==> src/logic/response_coder_pkg.sv <==
`default_nettype none
package response_coder_pkg;

	// ************************************************************
	// Register map and reset values.
	// ************************************************************
	localparam logic [7:0]  ADDR_CFG    = 8'h00;
	localparam logic [7:0]  ADDR_CID    = 8'h04;
	localparam logic [7:0]  ADDR_STATUS = 8'h08;
	localparam logic [31:0] CFG_RESET   = 32'h0000_0000;
	localparam logic [3:0]  CID_RESET   = 4'h0;

	// ************************************************************
	// Reply codes and frame fields.
	// ************************************************************
	localparam logic [7:0] ATQA_LO         = 8'h44;
	localparam logic [7:0] ATQA_HI         = 8'h00;
	localparam logic [7:0] SAK_CL1         = 8'h04;
	localparam logic [7:0] SAK_CL2_L4      = 8'h20;
	localparam logic [7:0] SAK_CL2_NONE    = 8'h00;
	localparam logic [7:0] SAK_CL2_PASSIVE = 8'h40;
	localparam logic [7:0] ATS_TL          = 8'h05;
	localparam logic [3:0] ATS_T0_HI       = 4'h7;
	localparam logic [3:0] ATS_SFGI        = 4'h0;
	localparam logic [7:0] ATS_TC          = 8'h02;
	localparam logic [7:0] RATS_CMD        = 8'hE0;
	localparam logic [7:0] PROP_MASK       = 8'hF7;
	localparam logic [7:0] PROP_PCB        = 8'h65;
	localparam int         PCB_CID_BIT     = 3;
	localparam logic [7:0] WAKE_INF        = 8'h01;
	localparam int         TX_DEPTH        = 5;
	localparam logic [2:0] LEN_ATQA        = 3'h2;
	localparam logic [2:0] LEN_SAK         = 3'h1;
	localparam logic [2:0] LEN_ATS         = 3'h5;

	// ************************************************************
	// Carried types.
	// ************************************************************
	typedef struct packed {
		logic [13:0] pad;
		logic        active_state_irq_cfg;
		logic        l4_noncompliant_cfg;
		logic        passive_target_cfg;
		logic        same_rate_cfg;
		logic        tag_to_reader_848_cfg;
		logic        tag_to_reader_424_cfg;
		logic        tag_to_reader_212_cfg;
		logic        reader_to_tag_848_cfg;
		logic        reader_to_tag_424_cfg;
		logic        reader_to_tag_212_cfg;
		logic [3:0]  fwi;
		logic [3:0]  fsci;
	} cfg_t;

	typedef struct packed {
		logic       first;
		logic       last;
		logic [7:0] data;
	} rx_byte_t;

	typedef enum logic [2:0] {
		ST_IDLE     = 3'b000,
		ST_PROP_CID = 3'b001,
		ST_PROP_INF = 3'b010,
		ST_RATS     = 3'b011,
		ST_DROP     = 3'b100,
		ST_TX       = 3'b101
	} state_t;

endpackage
`default_nettype wire

==> src/logic/iso14443a_response_coder.sv <==
// Contract
// - REQA or WUPA answered with sixteen-bit ATQA.
// - ATQA reserved, proprietary and b6 bits zero.
// - ATQA b8 zero, b7 one: double UID.
// - ATQA anticollision field is 00100.
// - Cascade level 1 SAK is 04h.
// - Level 2 SAK 20h when non-compliance clear.
// - Level 2 SAK 00h when non-compliance set.
// - Level 2 SAK 40h when passive target set.
// - RATS answered with five ATS bytes, ordered.
// - ATS length byte is always five.
// - Format byte b8 zero, b7..b5 one.
// - Format low nibble copies frame-size config.
// - Bit-rate byte built from rate configuration.
// - Bit-rate b8 from same-rate configuration.
// - Timing byte: wait config high, zero low.
// - Protocol-option byte is 02h.
// - Proprietary frame: PCB, optional CID, INF, CRC.
// - Replies reuse the incoming prolog layout.
// - PCB b4 set means CID byte follows.
// - Wake-Up reply echoes INF byte 01h.
// - Accepted Wake-Up raises wake-up interrupt.
// - CID mismatch on own command: ignore silently.
// - Active-state interrupt after level 2 SAK.
//
// The AHB-Lite slave port and the register addresses were decided locally.
`timescale 1ns/1ps
`default_nettype none
module iso14443a_response_coder (
	input  wire logic                         core_clk,
	input  wire logic                         reset_n,
	input  wire logic                         hsel,
	input  wire logic [31:0]                  haddr,
	input  wire logic [1:0]                   htrans,
	input  wire logic                         hwrite,
	input  wire logic [2:0]                   hsize,
	input  wire logic [31:0]                  hwdata,
	input  wire logic                         hready,
	output logic                              hreadyout,
	output logic                              hresp,
	output logic [31:0]                       hrdata,
	input  wire logic                         atqa_req,
	input  wire logic                         sel_cl1_req,
	input  wire logic                         sel_cl2_req,
	input  wire logic                         rx_valid,
	input  wire response_coder_pkg::rx_byte_t rx_byte,
	output logic                              tx_valid,
	output logic [7:0]                        tx_data,
	output logic                              tx_last,
	input  wire logic                         tx_ready,
	output logic                              wakeup_irq,
	output logic                              active_irq
);

	// ************************************************************
	// Bus slave.
	// ************************************************************
	response_coder_pkg::cfg_t cfg_reg;
	logic [3:0]               cid_reg;
	logic                     wr_pend_reg;
	logic [7:0]               wr_addr_reg;
	logic [31:0]              hrdata_reg;
	logic [31:0]              status_word;
	logic [31:0]              rd_word;
	wire                      addr_ph = hsel & hready & htrans[1];
	wire                      hit_cfg = wr_addr_reg ==
	                                    response_coder_pkg::ADDR_CFG;
	wire                      hit_cid = wr_addr_reg ==
	                                    response_coder_pkg::ADDR_CID;

	assign hreadyout = 1'b1;
	assign hresp     = 1'b0;
	assign hrdata    = hrdata_reg;

	assign rd_word =
		(haddr[7:0] == response_coder_pkg::ADDR_CFG)    ? cfg_reg :
		(haddr[7:0] == response_coder_pkg::ADDR_CID)    ? {28'h0, cid_reg} :
		(haddr[7:0] == response_coder_pkg::ADDR_STATUS) ? status_word :
		32'h0000_0000;

	always_ff @(posedge core_clk or negedge reset_n) begin
		if (!reset_n) begin
			wr_pend_reg <= 1'b0;
			wr_addr_reg <= 8'h00;
			hrdata_reg  <= 32'h0000_0000;
		end else begin
			wr_pend_reg <= addr_ph & hwrite;
			if (addr_ph) begin
				wr_addr_reg <= haddr[7:0];
				hrdata_reg  <= hwrite ? 32'h0000_0000 : rd_word;
			end
		end
	end

	always_ff @(posedge core_clk or negedge reset_n) begin
		if (!reset_n) begin
			cfg_reg <= response_coder_pkg::CFG_RESET;
			cid_reg <= response_coder_pkg::CID_RESET;
		end else if (wr_pend_reg) begin
			if (hit_cfg) begin
				cfg_reg     <= hwdata;
				cfg_reg.pad <= 14'h0000;
			end
			if (hit_cid) begin
				cid_reg <= hwdata[3:0];
			end
		end
	end

	// ************************************************************
	// Reply builders.
	// ************************************************************
	response_coder_pkg::state_t state_reg;
	response_coder_pkg::state_t state_next;
	logic [7:0]                 tx_buf_reg [0:4];
	logic [7:0]                 load_buf   [0:4];
	logic [2:0]                 tx_cnt_reg;
	logic [2:0]                 load_cnt;
	logic                       load_en;
	logic                       sak2_pend_reg;
	logic                       active_reg;
	logic                       rats_ok_reg;
	logic [7:0]                 pcb_reg;
	logic [7:0]                 cid_byte_reg;
	logic                       cid_in_reg;
	logic [7:0]                 sak2;
	logic [7:0]                 ats_t0;
	logic [7:0]                 ats_ta;
	logic [7:0]                 ats_tb;

	wire idle     = state_reg == response_coder_pkg::ST_IDLE;
	wire rx_take  = rx_valid & ~atqa_req & ~sel_cl1_req & ~sel_cl2_req;
	wire prop_pcb = (rx_byte.data & response_coder_pkg::PROP_MASK) ==
	                response_coder_pkg::PROP_PCB;
	wire cid_ok   = rx_byte.data[3:0] == cid_reg;
	wire tx_fire  = tx_valid & tx_ready;
	wire tx_done  = tx_fire & tx_last;
	wire rats_go  = state_reg == response_coder_pkg::ST_RATS &
	                rx_valid & rx_byte.last;
	wire wake_go  = state_reg == response_coder_pkg::ST_PROP_INF &
	                rx_valid & rx_byte.last &
	                rx_byte.data == response_coder_pkg::WAKE_INF;

	// Passive target wins outright over the other level 2 choices.
	assign sak2 = cfg_reg.passive_target_cfg ?
	              response_coder_pkg::SAK_CL2_PASSIVE :
	              cfg_reg.l4_noncompliant_cfg ?
	              response_coder_pkg::SAK_CL2_NONE :
	              response_coder_pkg::SAK_CL2_L4;
	assign ats_t0 = {response_coder_pkg::ATS_T0_HI, cfg_reg.fsci};
	assign ats_ta = {cfg_reg.same_rate_cfg,
	                 cfg_reg.tag_to_reader_848_cfg,
	                 cfg_reg.tag_to_reader_424_cfg,
	                 cfg_reg.tag_to_reader_212_cfg, 1'b0,
	                 cfg_reg.reader_to_tag_848_cfg,
	                 cfg_reg.reader_to_tag_424_cfg,
	                 cfg_reg.reader_to_tag_212_cfg};
	assign ats_tb = {cfg_reg.fwi, response_coder_pkg::ATS_SFGI};

	always_comb begin
		load_en  = 1'b0;
		load_cnt = 3'h0;
		for (int i = 0; i < response_coder_pkg::TX_DEPTH; i++) begin
			load_buf[i] = 8'h00;
		end
		if (idle && atqa_req) begin
			load_en     = 1'b1;
			load_cnt    = response_coder_pkg::LEN_ATQA;
			load_buf[0] = response_coder_pkg::ATQA_LO;
			load_buf[1] = response_coder_pkg::ATQA_HI;
		end else if (idle && sel_cl1_req) begin
			load_en     = 1'b1;
			load_cnt    = response_coder_pkg::LEN_SAK;
			load_buf[0] = response_coder_pkg::SAK_CL1;
		end else if (idle && sel_cl2_req) begin
			load_en     = 1'b1;
			load_cnt    = response_coder_pkg::LEN_SAK;
			load_buf[0] = sak2;
		end else if (rats_go) begin
			load_en     = 1'b1;
			load_cnt    = response_coder_pkg::LEN_ATS;
			load_buf[0] = response_coder_pkg::ATS_TL;
			load_buf[1] = ats_t0;
			load_buf[2] = ats_ta;
			load_buf[3] = ats_tb;
			load_buf[4] = response_coder_pkg::ATS_TC;
		end else if (wake_go) begin
			load_en     = 1'b1;
			load_buf[0] = pcb_reg;
			if (cid_in_reg) begin
				load_cnt    = 3'h3;
				load_buf[1] = cid_byte_reg;
				load_buf[2] = response_coder_pkg::WAKE_INF;
			end else begin
				load_cnt    = 3'h2;
				load_buf[1] = response_coder_pkg::WAKE_INF;
			end
		end
	end

	// ************************************************************
	// Frame parser and reply sequencer.
	// ************************************************************
	always_comb begin
		state_next = state_reg;
		unique case (state_reg)
		response_coder_pkg::ST_IDLE: begin
			if (load_en) begin
				state_next = response_coder_pkg::ST_TX;
			end else if (rx_take && rx_byte.first && !rx_byte.last) begin
				if (rx_byte.data == response_coder_pkg::RATS_CMD &&
				    rats_ok_reg) begin
					state_next = response_coder_pkg::ST_RATS;
				end else if (prop_pcb) begin
					state_next = rx_byte.data[response_coder_pkg::PCB_CID_BIT] ?
					             response_coder_pkg::ST_PROP_CID :
					             response_coder_pkg::ST_PROP_INF;
				end else begin
					state_next = response_coder_pkg::ST_DROP;
				end
			end
		end
		response_coder_pkg::ST_PROP_CID: begin
			if (rx_valid) begin
				state_next = rx_byte.last ? response_coder_pkg::ST_IDLE :
				             cid_ok ? response_coder_pkg::ST_PROP_INF :
				             response_coder_pkg::ST_DROP;
			end
		end
		response_coder_pkg::ST_PROP_INF: begin
			if (load_en) begin
				state_next = response_coder_pkg::ST_TX;
			end else if (rx_valid) begin
				state_next = rx_byte.last ? response_coder_pkg::ST_IDLE :
				             response_coder_pkg::ST_DROP;
			end
		end
		response_coder_pkg::ST_RATS: begin
			if (load_en) begin
				state_next = response_coder_pkg::ST_TX;
			end else if (rx_valid) begin
				state_next = response_coder_pkg::ST_DROP;
			end
		end
		response_coder_pkg::ST_DROP: begin
			if (rx_valid && rx_byte.last) begin
				state_next = response_coder_pkg::ST_IDLE;
			end
		end
		response_coder_pkg::ST_TX: begin
			if (tx_done) begin
				state_next = response_coder_pkg::ST_IDLE;
			end
		end
		default: begin
			state_next = response_coder_pkg::ST_IDLE;
		end
		endcase
	end

	always_ff @(posedge core_clk or negedge reset_n) begin
		if (!reset_n) begin
			state_reg    <= response_coder_pkg::ST_IDLE;
			tx_cnt_reg   <= 3'h0;
			pcb_reg      <= 8'h00;
			cid_byte_reg <= 8'h00;
			cid_in_reg   <= 1'b0;
		end else begin
			state_reg <= state_next;
			if (load_en) begin
				tx_cnt_reg <= load_cnt;
			end else if (tx_fire) begin
				tx_cnt_reg <= tx_cnt_reg - 3'h1;
			end
			if (idle && rx_take && rx_byte.first) begin
				pcb_reg    <= rx_byte.data;
				cid_in_reg <= rx_byte.data[response_coder_pkg::PCB_CID_BIT];
			end
			if (state_reg == response_coder_pkg::ST_PROP_CID && rx_valid) begin
				cid_byte_reg <= rx_byte.data;
			end
		end
	end

	// Each reply slot loads in parallel and shifts toward slot 0.
	for (genvar g = 0; g < response_coder_pkg::TX_DEPTH; g++) begin : g_slot
		always_ff @(posedge core_clk or negedge reset_n) begin
			if (!reset_n) begin
				tx_buf_reg[g] <= 8'h00;
			end else if (load_en) begin
				tx_buf_reg[g] <= load_buf[g];
			end else if (tx_fire) begin
				tx_buf_reg[g] <= (g == response_coder_pkg::TX_DEPTH - 1) ?
				                 8'h00 : tx_buf_reg[(g + 1) %
				                 response_coder_pkg::TX_DEPTH];
			end
		end
	end

	assign tx_valid = state_reg == response_coder_pkg::ST_TX;
	assign tx_data  = tx_buf_reg[0];
	assign tx_last  = tx_cnt_reg == 3'h1;

	// ************************************************************
	// Protocol state and event pulses.
	// ************************************************************
	logic wake_irq_reg;
	logic act_irq_reg;

	always_ff @(posedge core_clk or negedge reset_n) begin
		if (!reset_n) begin
			sak2_pend_reg <= 1'b0;
			active_reg    <= 1'b0;
			rats_ok_reg   <= 1'b0;
			wake_irq_reg  <= 1'b0;
			act_irq_reg   <= 1'b0;
		end else begin
			wake_irq_reg <= wake_go;
			act_irq_reg  <= tx_done & sak2_pend_reg &
			                cfg_reg.active_state_irq_cfg;
			if (idle && load_en) begin
				sak2_pend_reg <= sel_cl2_req & ~atqa_req & ~sel_cl1_req;
			end
			if (idle && (atqa_req || sel_cl1_req)) begin
				active_reg  <= 1'b0;
				rats_ok_reg <= 1'b0;
			end else if (tx_done && sak2_pend_reg) begin
				active_reg  <= 1'b1;
				rats_ok_reg <= 1'b1;
				sak2_pend_reg <= 1'b0;
			end else if (rats_go) begin
				rats_ok_reg <= 1'b0;
			end
		end
	end

	assign wakeup_irq  = wake_irq_reg;
	assign active_irq  = act_irq_reg;
	assign status_word = {25'h0, state_reg, sak2_pend_reg, rats_ok_reg,
	                      active_reg, tx_valid};
endmodule
`default_nettype wire

==> config.mk <==
export PLATFORM = sky130hd
export DESIGN_NAME = iso14443a_response_coder
export DESIGN_NICKNAME = d
export VERILOG_FILES = /design/src/logic/response_coder_pkg.sv /design/src/logic/iso14443a_response_coder.sv
export SDC_FILE = /design/constraint.sdc
export NUM_CORES = 1
export LEC_CHECK = 0
export BUFFER_PORTS_ARGS = -buffer_cell sky130_fd_sc_hd__clkbuf_2
export CAP_MARGIN = 20
export CORE_ASPECT_RATIO = 1.5
export CORE_UTILIZATION = 25
export CTS_BUF_LIST = sky130_fd_sc_hd__clkbuf_4 sky130_fd_sc_hd__clkbuf_8 sky130_fd_sc_hd__clkbuf_16
export DETAILED_ROUTE_END_ITERATION = 12
export GPL_TIMING_DRIVEN = 0
export RECOVER_POWER = 100
export SYNTH_ARGS = -nofsm -noshare
export SYNTH_HDL_FRONTEND = slang
export SYNTH_SLANG_ARGS = --single-unit
==> constraint.sdc <==
create_clock -name core_clk -period 2.6 [get_ports core_clk]
set_clock_uncertainty 0.15 [all_clocks]
set_input_delay 0.52 -clock core_clk [delete_from_list [all_inputs] [get_ports core_clk]]
set_output_delay 0.52 -clock core_clk [all_outputs]
set_load 0.1 [all_outputs]
## After elaboration in Yosys (flattened, before gate mapping)

Cells that the tools add are included.
Widths: inputs -> output; s select.

| operators by class | value |
|---|---|
| add/sub/neg operators | 1 |
| multiply operators | 0 |
| divide/modulo/power cells | 0 |
| $lt $le $gt $ge | 0 |
| equal/unequal tests | 19 |
| shift operators | 0 |
| muxes and demuxes | 64 |
| bitwise operators | 20 |
| reductions and logical operators | 24 |

Operators with widths:

| cell | count |
|---|---|
| $mux 8 | 13 |
| $mux 24 | 3 |
| $mux 32 | 2 |
| $mux 3 | 21 |
| $mux 18 | 2 |
| $mux 16 | 2 |
| $mux 7 | 3 |
| $pmux 3 s6 | 1 |
| $and 1x1->1 | 17 |
| $eq 8x3->1 const B | 2 |
| $logic_not 8->1 | 2 |
| $mux 1 | 15 |
| $logic_and 1x1->1 | 13 |
| $eq 8x1->1 const B | 1 |
| $eq 8x4->1 const B | 1 |
| $eq 8x8->1 const B | 1 |
| $eq 7x6->1 const B | 1 |
| $eq 3x1->1 const B | 2 |
| $eq 3x2->1 const B | 2 |
| $eq 3x3->1 const B | 2 |
| $mux 6 | 1 |
| $ne 3x3->1 const B | 2 |
| $reduce_and 6->1 | 1 |
| $eq 4x4->1 | 1 |
| 12 further kinds | 17 |

| word-level totals | value |
|---|---|
| bits in registers | 131 |
| bits in latches | 0 |
| RAM bits | 0 |
| bits in read-only memories | 0 |
| input port bits | 89 |
| output and inout bits | 46 |
| logic and storage cells | 159 |
| memories | 0 |

## Longest topological paths before layout

Gate-level depths: netlist of run 1.

| logic depth | value |
|---|---|
| depth after elaboration | 13 |
| depth in mapped cells | 6 |
| mapped depth without buffers | 6 |

## Least setup slack after synthesis of run 1

OpenSTA, ideal clock, no wires.

| timing | value |
|---|---|
| path kind | register to register |
| start point | reg tx_cnt_reg[1] |
| end point | reg act_irq_reg (netlist: active_irq) |
| library setup time | 0.066 ns |
| arrival | 2.450 ns |
| data required time | 2.384 ns |
| path slack | -0.066 ns |
| stages on the path, launching flop included | 6 |
| path buffers | 0 |
| period minus slack after synthesis | 2.666 ns |
| cell sequence | dfrtp_1 -> inv_1 -> ha_1 -> nor2b_1 -> and3_1 -> and2_1 |

| between the ends | value |
|---|---|
| cells in the longest elaborated chain, start to end | 4 |

RTL lines:

| element | RTL line | text |
|---|---|---|
| start, declared | iso14443a_response_coder.sv:117 | `logic [2:0] tx_cnt_reg;` |
| start signal, assigned | iso14443a_response_coder.sv:271 | `tx_cnt_reg <= load_cnt;` |
| start signal, assigned | iso14443a_response_coder.sv:273 | `tx_cnt_reg <= tx_cnt_reg - 3'h1;` |
| $eq 3x1->1 | iso14443a_response_coder.sv:302 | `assign tx_last = tx_cnt_reg == 3'h1;` |
| net tx_last | iso14443a_response_coder.sv:49 | `output logic tx_last,` |
| $and 1x1->1 | iso14443a_response_coder.sv:137 | `wire tx_done = tx_fire & tx_last;` |
| $and 1x1->1 (2 in a row) | iso14443a_response_coder.sv:319 | `act_irq_reg <= tx_done & sak2_pend_reg &` |
| end signal, assigned | iso14443a_response_coder.sv:319 |  |
| end, declared | iso14443a_response_coder.sv:308 | `logic act_irq_reg;` |

The timed path passes the listed nets, and every way through them passes these cells.
A chain may end at the register's enable or synchronous reset.

## Final worst setup path of run 1

| timing | value |
|---|---|
| start point | reg tx_cnt_reg[1] |
| end point | out tx_last |

| between the ends | value |
|---|---|
| cells in the longest elaborated chain, start to end | 1 |

RTL lines:

| element | RTL line |
|---|---|
| $eq 3x1->1 | iso14443a_response_coder.sv:302 |
| end, declared | iso14443a_response_coder.sv:49 |

No other way between the ends.

==> results of run 1 <==
## final cells by class
class	count	area share
buffer	52	0.05260
clock inverter	7	0.01027
timing repair buffer	74	0.05630
multi-input combinational	278	0.3534
sequential	105	0.4315
inverter	9	0.005548
clock buffer	9	0.03698
tap	260	0.05342
## final timing paths
kind | from | endpoint | slack, ps | depth (start not counted)
max | tx_cnt_reg[1] | tx_last | 110 | 4
min in group asynchronous | reset_n | state_reg[0] | 350 | 1
max reg2reg | wr_addr_reg[1] | cfg_reg[17] | 170 | 4
min reg2reg | tx_buf_reg[1] | tx_buf_reg[1] | 340 | 1
min | hwdata[13] | ats_ta[6] | 250 | 2
max in group asynchronous | reset_n | tx_buf_reg[18] | 970 | 1
## report_power, final
| part | switching, W | leakage [nW] | internal (W) |
|---|---|---|---|
| sequential | 0.000247 | 1.37 | 0.00202 |
| clock | 0.000667 | 0.139 | 0.000670 |
| combinational | 0.00156 | 1.25 | 0.000862 |
| total | 0.00247 | 2.75 | 0.00355 |
## worst reg2reg max path, cell delays in order, from the launching register on
cell and delay, ps:
dfrtp_1 380, or4_4 560, nor4_4 640, buf_6 250
mux2_2 340
## placed cells by master (no fill, tap or decap), types with 4 or more instances in the layout
cell type and count:
inv_1 9, clkbuf_1 46, and3_1 10, conb_1 16, nand2_1 28, clkbuf_4 6
xnor2_1 5, mux2_2 47, buf_4 20, clkbuf_16 9, nand3_1 8, nor3_1 6
nor2b_1 5, o211ai_1 19, a21oi_1 8, clkbuf_2 49, buf_6 4, o21ai_0 7
a32oi_1 5, mux2i_1 5, and4b_1 4, a2bb2oi_1 16, nor2_1 9, dfrtp_1 105
a22o_1 16, a31oi_1 4
## through the flow
step	instances	power, W	setup TNS [ps]	worst slack, ps	area [µm²]
final	794	0.006026	0	114.0	6090
after global routing	794	0.006348	0	34.20	6090
after CTS	794	0.006116	0	70.00	6143
after detailed placement	778	0.004761	-83.22	-29.21	5853
after global placement	778	0.004738	-72840	-700.3	5844
after floorplan	444	0.004188	0	124.9	5149
## layer usage
layer	wire (µm)	vias up
met4	511	0
met3	498	32
met2	7135	105
li1	-	1763
met5	0	-
met1	5639	1847
## cell families (layout without fill, tap and decap cells)
logic type	count (synthesis)	in the layout	share of synthesized area
AO/OA/AOI/OAI	104	104	0.1658
XOR/XNOR	5	5	0.008597
adder cells (fa/ha/maj)	2	2	0.004912
buffers and inverters	61	151	0.07001
flip-flops	105	105	0.5158
multiplexers	52	52	0.1137
other	2	16	0.001474
AND/OR/NAND/NOR	99	99	0.1196
## timing repair
item,in CTS,in global routing
endpoints found under the setup margin,1,1
gates resized for setup,1,2
endpoints found under the hold margin,0,0
==> impl_results.md, run 1 <==
- Synth area leaders: dfrtp_1 (52%), mux2_2 (10%), buf_4 (3.7%), o211ai_1 (2.8%), a22o_1 (2.8%)
- Share of cells above drive strength 1: 0.2978
- Buf/Inv on CP: 2
- RSZ-0062 raised after global routing: false
- Most instantiated cells after synthesis: dfrtp_1 (105), mux2_2 (47), nand2_1 (28)
- Fin crit share: 0.9561
- Ant. Diodes: 0
- Max reg flops: 21
- Peak VDD IR: 391.6 µV
- Slowest stage cell, crit path: clkbuf_2
- Crit-path max cell delay: 520 ps
- Starting Density: 0.2564
- Sequential area share after synthesis: 0.5158
- Iter 0 DRT Violations: 163
- Grt met1 use: 0.1573
- Setup Crit Path Kind: flop to primary output
- Delay-heaviest family, CP: buffers and inverters
- GRT Util Overall: 0.1356
- Max-Cap Viols: 0
- Worst hold margin: 245.3 ps
- Grt met2 use: 0.2388
- Synth Warn #: 0
- Drt total wl: 13,790 µm
- Initial antenna violation count: 0
- Worst Tran Pin Value: 1486 ps
- Total gr overflow: 0
- Lkg Pwr: 2.750 nW
- Die width: 118.5 µm
- Clock tree from TritonCTS: done
- Grt met3 use: 0.02255
- Port Buffers: 74
- Distinct cells, synth: 65
- Largest net degree at the start of global routing: 106
- Vias in the first global route: 3,742
- Std cell rows: 63
- Share of the synthesized area in the top cell type: 0.5158
- Drt first pass iters: 5
- FILL cells: 2,107
- Crit path required time: 1930 ps
- Area of the multi-input gates: 2152 µm²
- Final setup fails: 0
- Core area: 19,860 µm²
- Total number of vias: 3,747
- Worst-path clk slew: 80 ps
- RePlAce Congestion: 0.8423
- Routed len/inst: 17.36 µm
- Post-Synthesis Cells: 430
- Final hold violations: 0
- H-tree Lvls: 3
- Max Buffers Root-to-Sink: 2
- Cell Area, Synth: 5094 µm²
- Grt peak-use layer: met2
- DRC: 0
- FFs w/ async S/R, synth: 1.000
- Root Buffer: clkbuf_16
- CP arrival: 1820 ps
- Final core utilization: 0.3066
- Ys flop type: dfrtp_1
- Worst setup EP type: primary output
- Area Overhead vs Synth: 19.55%
- Critical path startpoint category: flop
- HPWL Detailed: 10,260 µm
- Vias per cell: 4.719
- Die H: 176.8 µm
- Hold_buf cts: 0
- Slew margin rel.: 0.009123
- PD cells: 989.6 nW/µm²
- Outcome: finished clean
- Antenna Nets Post-Route: 0
- Syn Area/Cell: 11.85 µm²
- CTS Sinks: 105
- Top-level port count: 135
- FF/Latch Area: 2628 µm²
- Yosys reg bits: 105
- CTS Buf Count: 9
- Die footprint: 20,960 µm²
- Post-synth EDFFs: 0
- Clock period minus worst slack: 2486 ps
- Cell taking the most area after synthesis: dfrtp_1
- Nets@finish: 620
- Worst Hold Class: primary input to flop
- Post-CTS Setup Repair Bufs: 0
- Clock Latency Late Sink: 350 ps
- Slew Limit Fails: 0
- Most numerous cell in the Yosys netlist: dfrtp_1
- Largest fanout on the critical path: 2
- Critical-path cell list: inv_1 > ha_1 > nor2b_1 > clkbuf_2
- Fmax: 402.3 MHz
- First-pass GRT wire length: 21,420 µm
No activity file was read; power rests on OpenSTA's default activity.
==> run 2: changes to the inputs <==
--- a/config.mk
+++ b/config.mk
@@ -8,6 +8,7 @@
 export BUFFER_PORTS_ARGS = -buffer_cell sky130_fd_sc_hd__clkbuf_2
 export CAP_MARGIN = 20
 export CORE_ASPECT_RATIO = 1.5
+export CORE_MARGIN = 1.5
 export CORE_UTILIZATION = 25
 export CTS_BUF_LIST = sky130_fd_sc_hd__clkbuf_4 sky130_fd_sc_hd__clkbuf_8 sky130_fd_sc_hd__clkbuf_16
 export DETAILED_ROUTE_END_ITERATION = 12
==> impl_results.md, run 2 (same netlist as run 1, synthesis figures left out) <==
- Root Buffer: clkbuf_16
- Slew margin rel.: 0.01165 (+0.002526)
- Top-level port count: 135 (unchanged)
- PD cells: 996.5 nW/µm² (+0.70%)
- Post-CTS Setup Repair Bufs: 0 (unchanged)
- Fin crit share: 0.9610 (+0.004869)
- Die H: 177.8 µm (+0.57%)
- Slowest stage cell, crit path: clkbuf_2
- Antenna Nets Post-Route: 0 (unchanged)
- Sw power: 0.002505 W (+1.4%)
- GRT Util Overall: 0.1334 (-0.002170)
- Non-filler instance count after layout: 794 (unchanged)
- Worst setup EP type: primary output
- Starting Density: 0.2564 (unchanged)
- Fmax: 400.2 MHz (-0.51%)
- Delay-heaviest family, CP: buffers and inverters
- Largest net degree at the start of global routing: 106 (unchanged)
- Routed len/inst: 17.42 µm (+0.36%)
- Drt first pass iters: 7 (+2)
- Crit path required time: 1930 ps (about the same)
- Drt total wl: 13,840 µm (+0.36%)
- Crit-path max cell delay: 520 ps (about the same)
- Max reg flops: 21 (unchanged)
- Peak VDD IR: 393.3 µV (+0.43%)
- Setup Crit Path Kind: flop to primary output
- Total number of vias: 3,731 (-0.43%)
- Switching Share: 0.4122 (+0.002114)
- Critical-path cell list: inv_1 > ha_1 > nor2b_1 > clkbuf_2
- Nets@finish: 620 (unchanged)
- Buf/Inv on CP: 2 (unchanged)
- PnR Total Power: 0.006077 W (+0.84%)
- Post-cts resize count: 1 (unchanged)
- Die width: 119.5 µm (+0.84%)
- Hold_buf cts: 0 (unchanged)
- DRC: 0 (unchanged)
- H-tree Lvls: 3 (unchanged)
- Layout Cell Area excl Fill: 6098 µm² (+0.14%)
- RePlAce Congestion: 0.8393 (-0.36%)
- Total gr overflow: 0 (unchanged)
- Worst Hold Class: primary input to flop
- First-pass GRT wire length: 21,530 µm (+0.49%)
- Area Overhead vs Synth: 19.72%
- Core area: 19,860 µm² (unchanged)
- Worst Tran Pin Value: 1483 ps (-3.788 ps)
- Logic gate share of total power: 0.400 (about the same)
- Port Buffers: 74 (unchanged)
- Slew Limit Fails: 0 (unchanged)
- Final hold violations: 0 (unchanged)
- Worst-path clk slew: 90 ps (about the same)
- Std cell rows: 63 (unchanged)
- Max Buffers Root-to-Sink: 2 (unchanged)
- Largest fanout on the critical path: 2 (unchanged)
- Power Internal: 0.003572 W (+0.48%)
- Most common cell after layout, fill and taps aside: dfrtp_1
- Final core utilization: 0.3070 (+0.0004410)
- CTS Sinks: 105 (unchanged)
- CTS Buf Count: 9 (unchanged)
- Ant. Diodes: 0 (unchanged)
- Reg power frac: 0.374 (-0.003)
- Dpl cells: 778 (unchanged)
- CP arrival: 1830 ps (about the same)
- Clock period minus worst slack: 2499 ps (+12.66 ps)
- Outcome: finished clean
- RSZ-0062 raised after global routing: false
- Clock tree from TritonCTS: done
- Fin Setup TNS: 0 ps (unchanged)
- Clock network fraction of total power: 0.226 (+0.004)
- HPWL Detailed: 10,320 µm (+0.57%)
- Clock Latency Late Sink: 360 ps (about the same)
- Iter 0 DRT Violations: 180 (+10%)
- Initial antenna violation count: 0 (unchanged)
- Commonest cells after routing, fill and taps aside: dfrtp_1 (105), clkbuf_2 (50), mux2_2 (47), clkbuf_1 (46), nand2_1 (28)
- Lkg Pwr: 2.758 nW (+0.28%)
- Area post-placement: 5853 µm² (unchanged)
- Vias in the first global route: 3,818 (+2.0%)
- Max-Cap Viols: 0 (unchanged)
- Critical path startpoint category: flop
- Share of cells above drive strength 1: 0.2996 (+0.001873)
- Vias per cell: 4.699 (-0.43%)
- Final setup fails: 0 (unchanged)
- Die footprint: 21,260 µm² (+1.4%)
-- run 2: power by group through the flow --
stage | clock [W] | sequential, W | combinational [W]
after floorplan | 0 | 0.00222 | 0.00197
after global placement | 0 | 0.00231 | 0.00243
after detailed placement | 0 | 0.00231 | 0.00246
after CTS | 0.00140 | 0.00228 | 0.00247
after global routing | 0.00146 | 0.00232 | 0.00260
final | 0.00137 | 0.00227 | 0.00243
-- run 2: worst paths after layout --
check                               start              end  slack, ps  cells after the start
setup / recovery            tx_cnt_reg[1]          tx_last        100                      4
hold / removal                 hwdata[15]      cfg_reg[15]        240                      2
setup reg to reg           wr_addr_reg[1]      cfg_reg[17]        160                      4
hold reg to reg             tx_buf_reg[1]    tx_buf_reg[1]        330                      1
max in group asynchronous         reset_n  cid_byte_reg[7]        970                      1
min in group asynchronous         reset_n     state_reg[0]        340                      1
-- run 2: cell type report --
| cell class | count | area, µm² |
|---|---|---|
| flip-flops and latches | 105 | 2628 |
| clock inverters | 7 | 71.32 |
| fillers | 2124 | 13770 |
| repair buffers | 74 | 342.8 |
| inverters | 9 | 33.78 |
| multi-input cells | 278 | 2158 |
| plain buffers | 52 | 314.1 |
| well taps | 260 | 325.3 |
| clock buffers | 9 | 225.2 |
-- run 2: through the flow --
stage	setup slack, ps	hold WS [ps]
after floorplan	124.9	74.41
after global placement	-694.5	309.6
after detailed placement	-5.327	316.7
after CTS	76.18	156.6
after global routing	57.23	231.2
final	101.4	235.9
-- run 2: routing by layer --
| layer | up-vias | track usage | wire length [µm] |
|---|---|---|---|
| met3 | 20 | 0.02153 | 494 |
| met4 | 0 | 0.06250 | 404 |
| li1 | 1756 | - | - |
| met5 | - | 0 | 0 |
| met2 | 101 | 0.2447 | 7344 |
| met1 | 1854 | 0.1499 | 5592 |
==> run 3: changes to the inputs <==
==> constraint.sdc (replaced) <==
create_clock -name core_clk -period 2.6 [get_ports core_clk]
set_clock_uncertainty 0.15 [all_clocks]
set_input_delay 0.52 -clock core_clk [delete_from_list [all_inputs] [get_ports core_clk]]
set_output_delay 0.52 -clock core_clk [all_outputs]
set_load 0.05 [all_outputs]
==> impl_results.md, run 3 (same netlist as run 1, synthesis figures left out) <==
- Outcome: finished clean
- H-tree Lvls: 3 (unchanged)
- Most common cell after layout, fill and taps aside: dfrtp_1
- Ant. Diodes: 0 (unchanged)
- Port Buffers: 74 (unchanged)
- Max reg flops: 21 (unchanged)
- Die H: 177.8 µm (unchanged)
- Clock network fraction of total power: 0.247 (+0.021)
- Clock period minus worst slack: 2437 ps (-61.69 ps)
- Worst setup EP type: flop
- Final core utilization: 0.3063 (-0.0006930)
- Crit path required time: 2690 ps (+760 ps)
- Slew margin rel.: 0.02370 (+0.01205)
- Switching Share: 0.3634 (-0.04887)
- Final setup fails: 0 (unchanged)
- Slew Limit Fails: 0 (unchanged)
- CTS Buf Count: 9 (unchanged)
- Commonest cells after routing, fill and taps aside: dfrtp_1 (105), clkbuf_1 (51), mux2_2 (47), clkbuf_2 (46), nand2_1 (28)
- FF/Latch Area: 2628 µm² (unchanged)
- FILL cells: 2,131 (+0.33%)
- Drt first pass iters: 4 (-3)
- Total gr overflow: 0 (unchanged)
- RePlAce Congestion: 0.8031 (-4.3%)
- Fmax: 410.4 MHz (+2.5%)
- RSZ-0062 raised after global routing: false
- Layout Cell Area excl Fill: 6085 µm² (-0.23%)
- Worst hold margin: 250.2 ps (+14.32 ps)
- GRT Util Overall: 0.1308 (-0.002647)
- Reg power frac: 0.400 (+0.026)
- Worst Hold Class: primary input to flop
- Nets@finish: 620 (unchanged)
- Core area: 19,860 µm² (unchanged)
- Initial antenna violation count: 0 (unchanged)
- Total number of vias: 3,745 (+0.38%)
- Clock tree from TritonCTS: done
- First-pass GRT wire length: 21,580 µm (+0.26%)
- Power Internal: 0.003631 W (+1.6%)
- HPWL Detailed: 10,110 µm (-2.0%)
- Fin crit share: 0.9373 (-0.02373)
- Worst-path clk slew: 80 ps (about the same)
- Sw power: 0.002072 W (-17%)
- Critical path startpoint category: flop
- Worst Tran Pin Value: 1464 ps (-18.07 ps)
- Area of the multi-input gates: 2141 µm² (-0.81%)
- Antenna Nets Post-Route: 0 (unchanged)
- Die width: 119.5 µm (unchanged)
- Area Overhead vs Synth: 19.45%
- Std cell rows: 63 (unchanged)
- Die footprint: 21,260 µm² (unchanged)
- Clock Latency Late Sink: 350 ps (about the same)
- Vias in the first global route: 3,927 (+2.9%)
- Root Buffer: clkbuf_16
- Logic gate share of total power: 0.353 (-0.047)
- Post-cts resize count: 0 (-1)
- Peak VDD IR: 429.1 µV (+9.1%)
- Setup Crit Path Kind: flop to flop
- Max Buffers Root-to-Sink: 2 (unchanged)
- Starting Density: 0.2564 (unchanged)
- Final hold violations: 0 (unchanged)
- Area post-placement: 5851 µm² (about the same)
- Drt total wl: 13,510 µm (-2.3%)
- Post-CTS Setup Repair Bufs: 0 (unchanged)
- Largest net degree at the start of global routing: 106 (unchanged)
- Top-level port count: 135 (unchanged)
- Hold_buf cts: 0 (unchanged)
- CP arrival: 2520 ps (+690 ps)
- Routed len/inst: 17.02 µm (-2.3%)
- DRC: 0 (unchanged)
- Iter 0 DRT Violations: 188 (+4.4%)
- Fin Setup TNS: 0 ps (unchanged)
- Largest fanout on the critical path: 10 (+8)
- Vias per cell: 4.717 (+0.38%)
- PD cells: 937.2 nW/µm² (-6.0%)
- Lkg Pwr: 2.743 nW (-0.55%)
- Share of cells above drive strength 1: 0.2846 (-0.01498)
- Max-Cap Viols: 0 (unchanged)
- CTS Sinks: 105 (unchanged)
==> run 3: cell count changes in the layout (fill, tap and decap cells not counted), moves of 3 or more <==
cell / change
clkbuf_4: -4
clkbuf_1: +5
buf_4: +3
clkbuf_2: -4
==> run 3: area by class of cell <==
class / count / area share
clock buffers: 9 / 0.03701
repair buffers: 74 / 0.05511
clock inverters: 7 / 0.01378
inverters: 9 / 0.005552
multi-input cells: 278 / 0.3518
well taps: 260 / 0.05346
flip-flops and latches: 105 / 0.4318
plain buffers: 52 / 0.05141
==> run 3: final timing paths <==
check / start / end / slack, ps / cells after the start
max: wr_addr_reg[1] / ats_ta[2] / 160 / 4
min: hwdata[8] / ats_ta[0] / 250 / 2
max reg2reg: wr_addr_reg[1] / ats_ta[2] / 160 / 4
min reg2reg: tx_buf_reg[1] / tx_buf_reg[1] / 340 / 1
max in group asynchronous: reset_n / ats_tb[6] / 990 / 1
min in group asynchronous: reset_n / tx_data[0] / 380 / 1
==> run 3: power groups by stage <==
stage          clock network (W)  logic (W)  registers (W)
2_1_floorplan                  0    0.00162        0.00221
6_report                 0.00141    0.00201        0.00228
3_3_place_gp                   0    0.00204        0.00232
5_1_grt                  0.00150    0.00220        0.00234
4_1_cts                  0.00144    0.00208        0.00229
3_5_place_dp                   0    0.00207        0.00232
==> run 3: critical path, stage by stage (launching register included) <==
cell     delay [ps]
dfrtp_1         380
or4_4           560
nor4_4          640
buf_6           250
mux2_2          350
==> run 3: layer usage <==
metal	up-vias	part of all wire	global-route usage
li1	1768	-	-
met1	1878	0.40	0.1514
met2	80	0.54	0.2443
met3	19	0.032	0.01960
met4	0	0.021	0.04365
met5	-	0	0
==> run 3: per-stage QoR <==
stage	power [W]	cells	worst slack, ps
5_1_grt	0.006041	794	43.87
6_report	0.005703	794	163.1
3_3_place_gp	0.004353	778	-679.7
2_1_floorplan	0.003834	444	437.1
4_1_cts	0.005817	794	120.4
3_5_place_dp	0.004388	778	-21.21
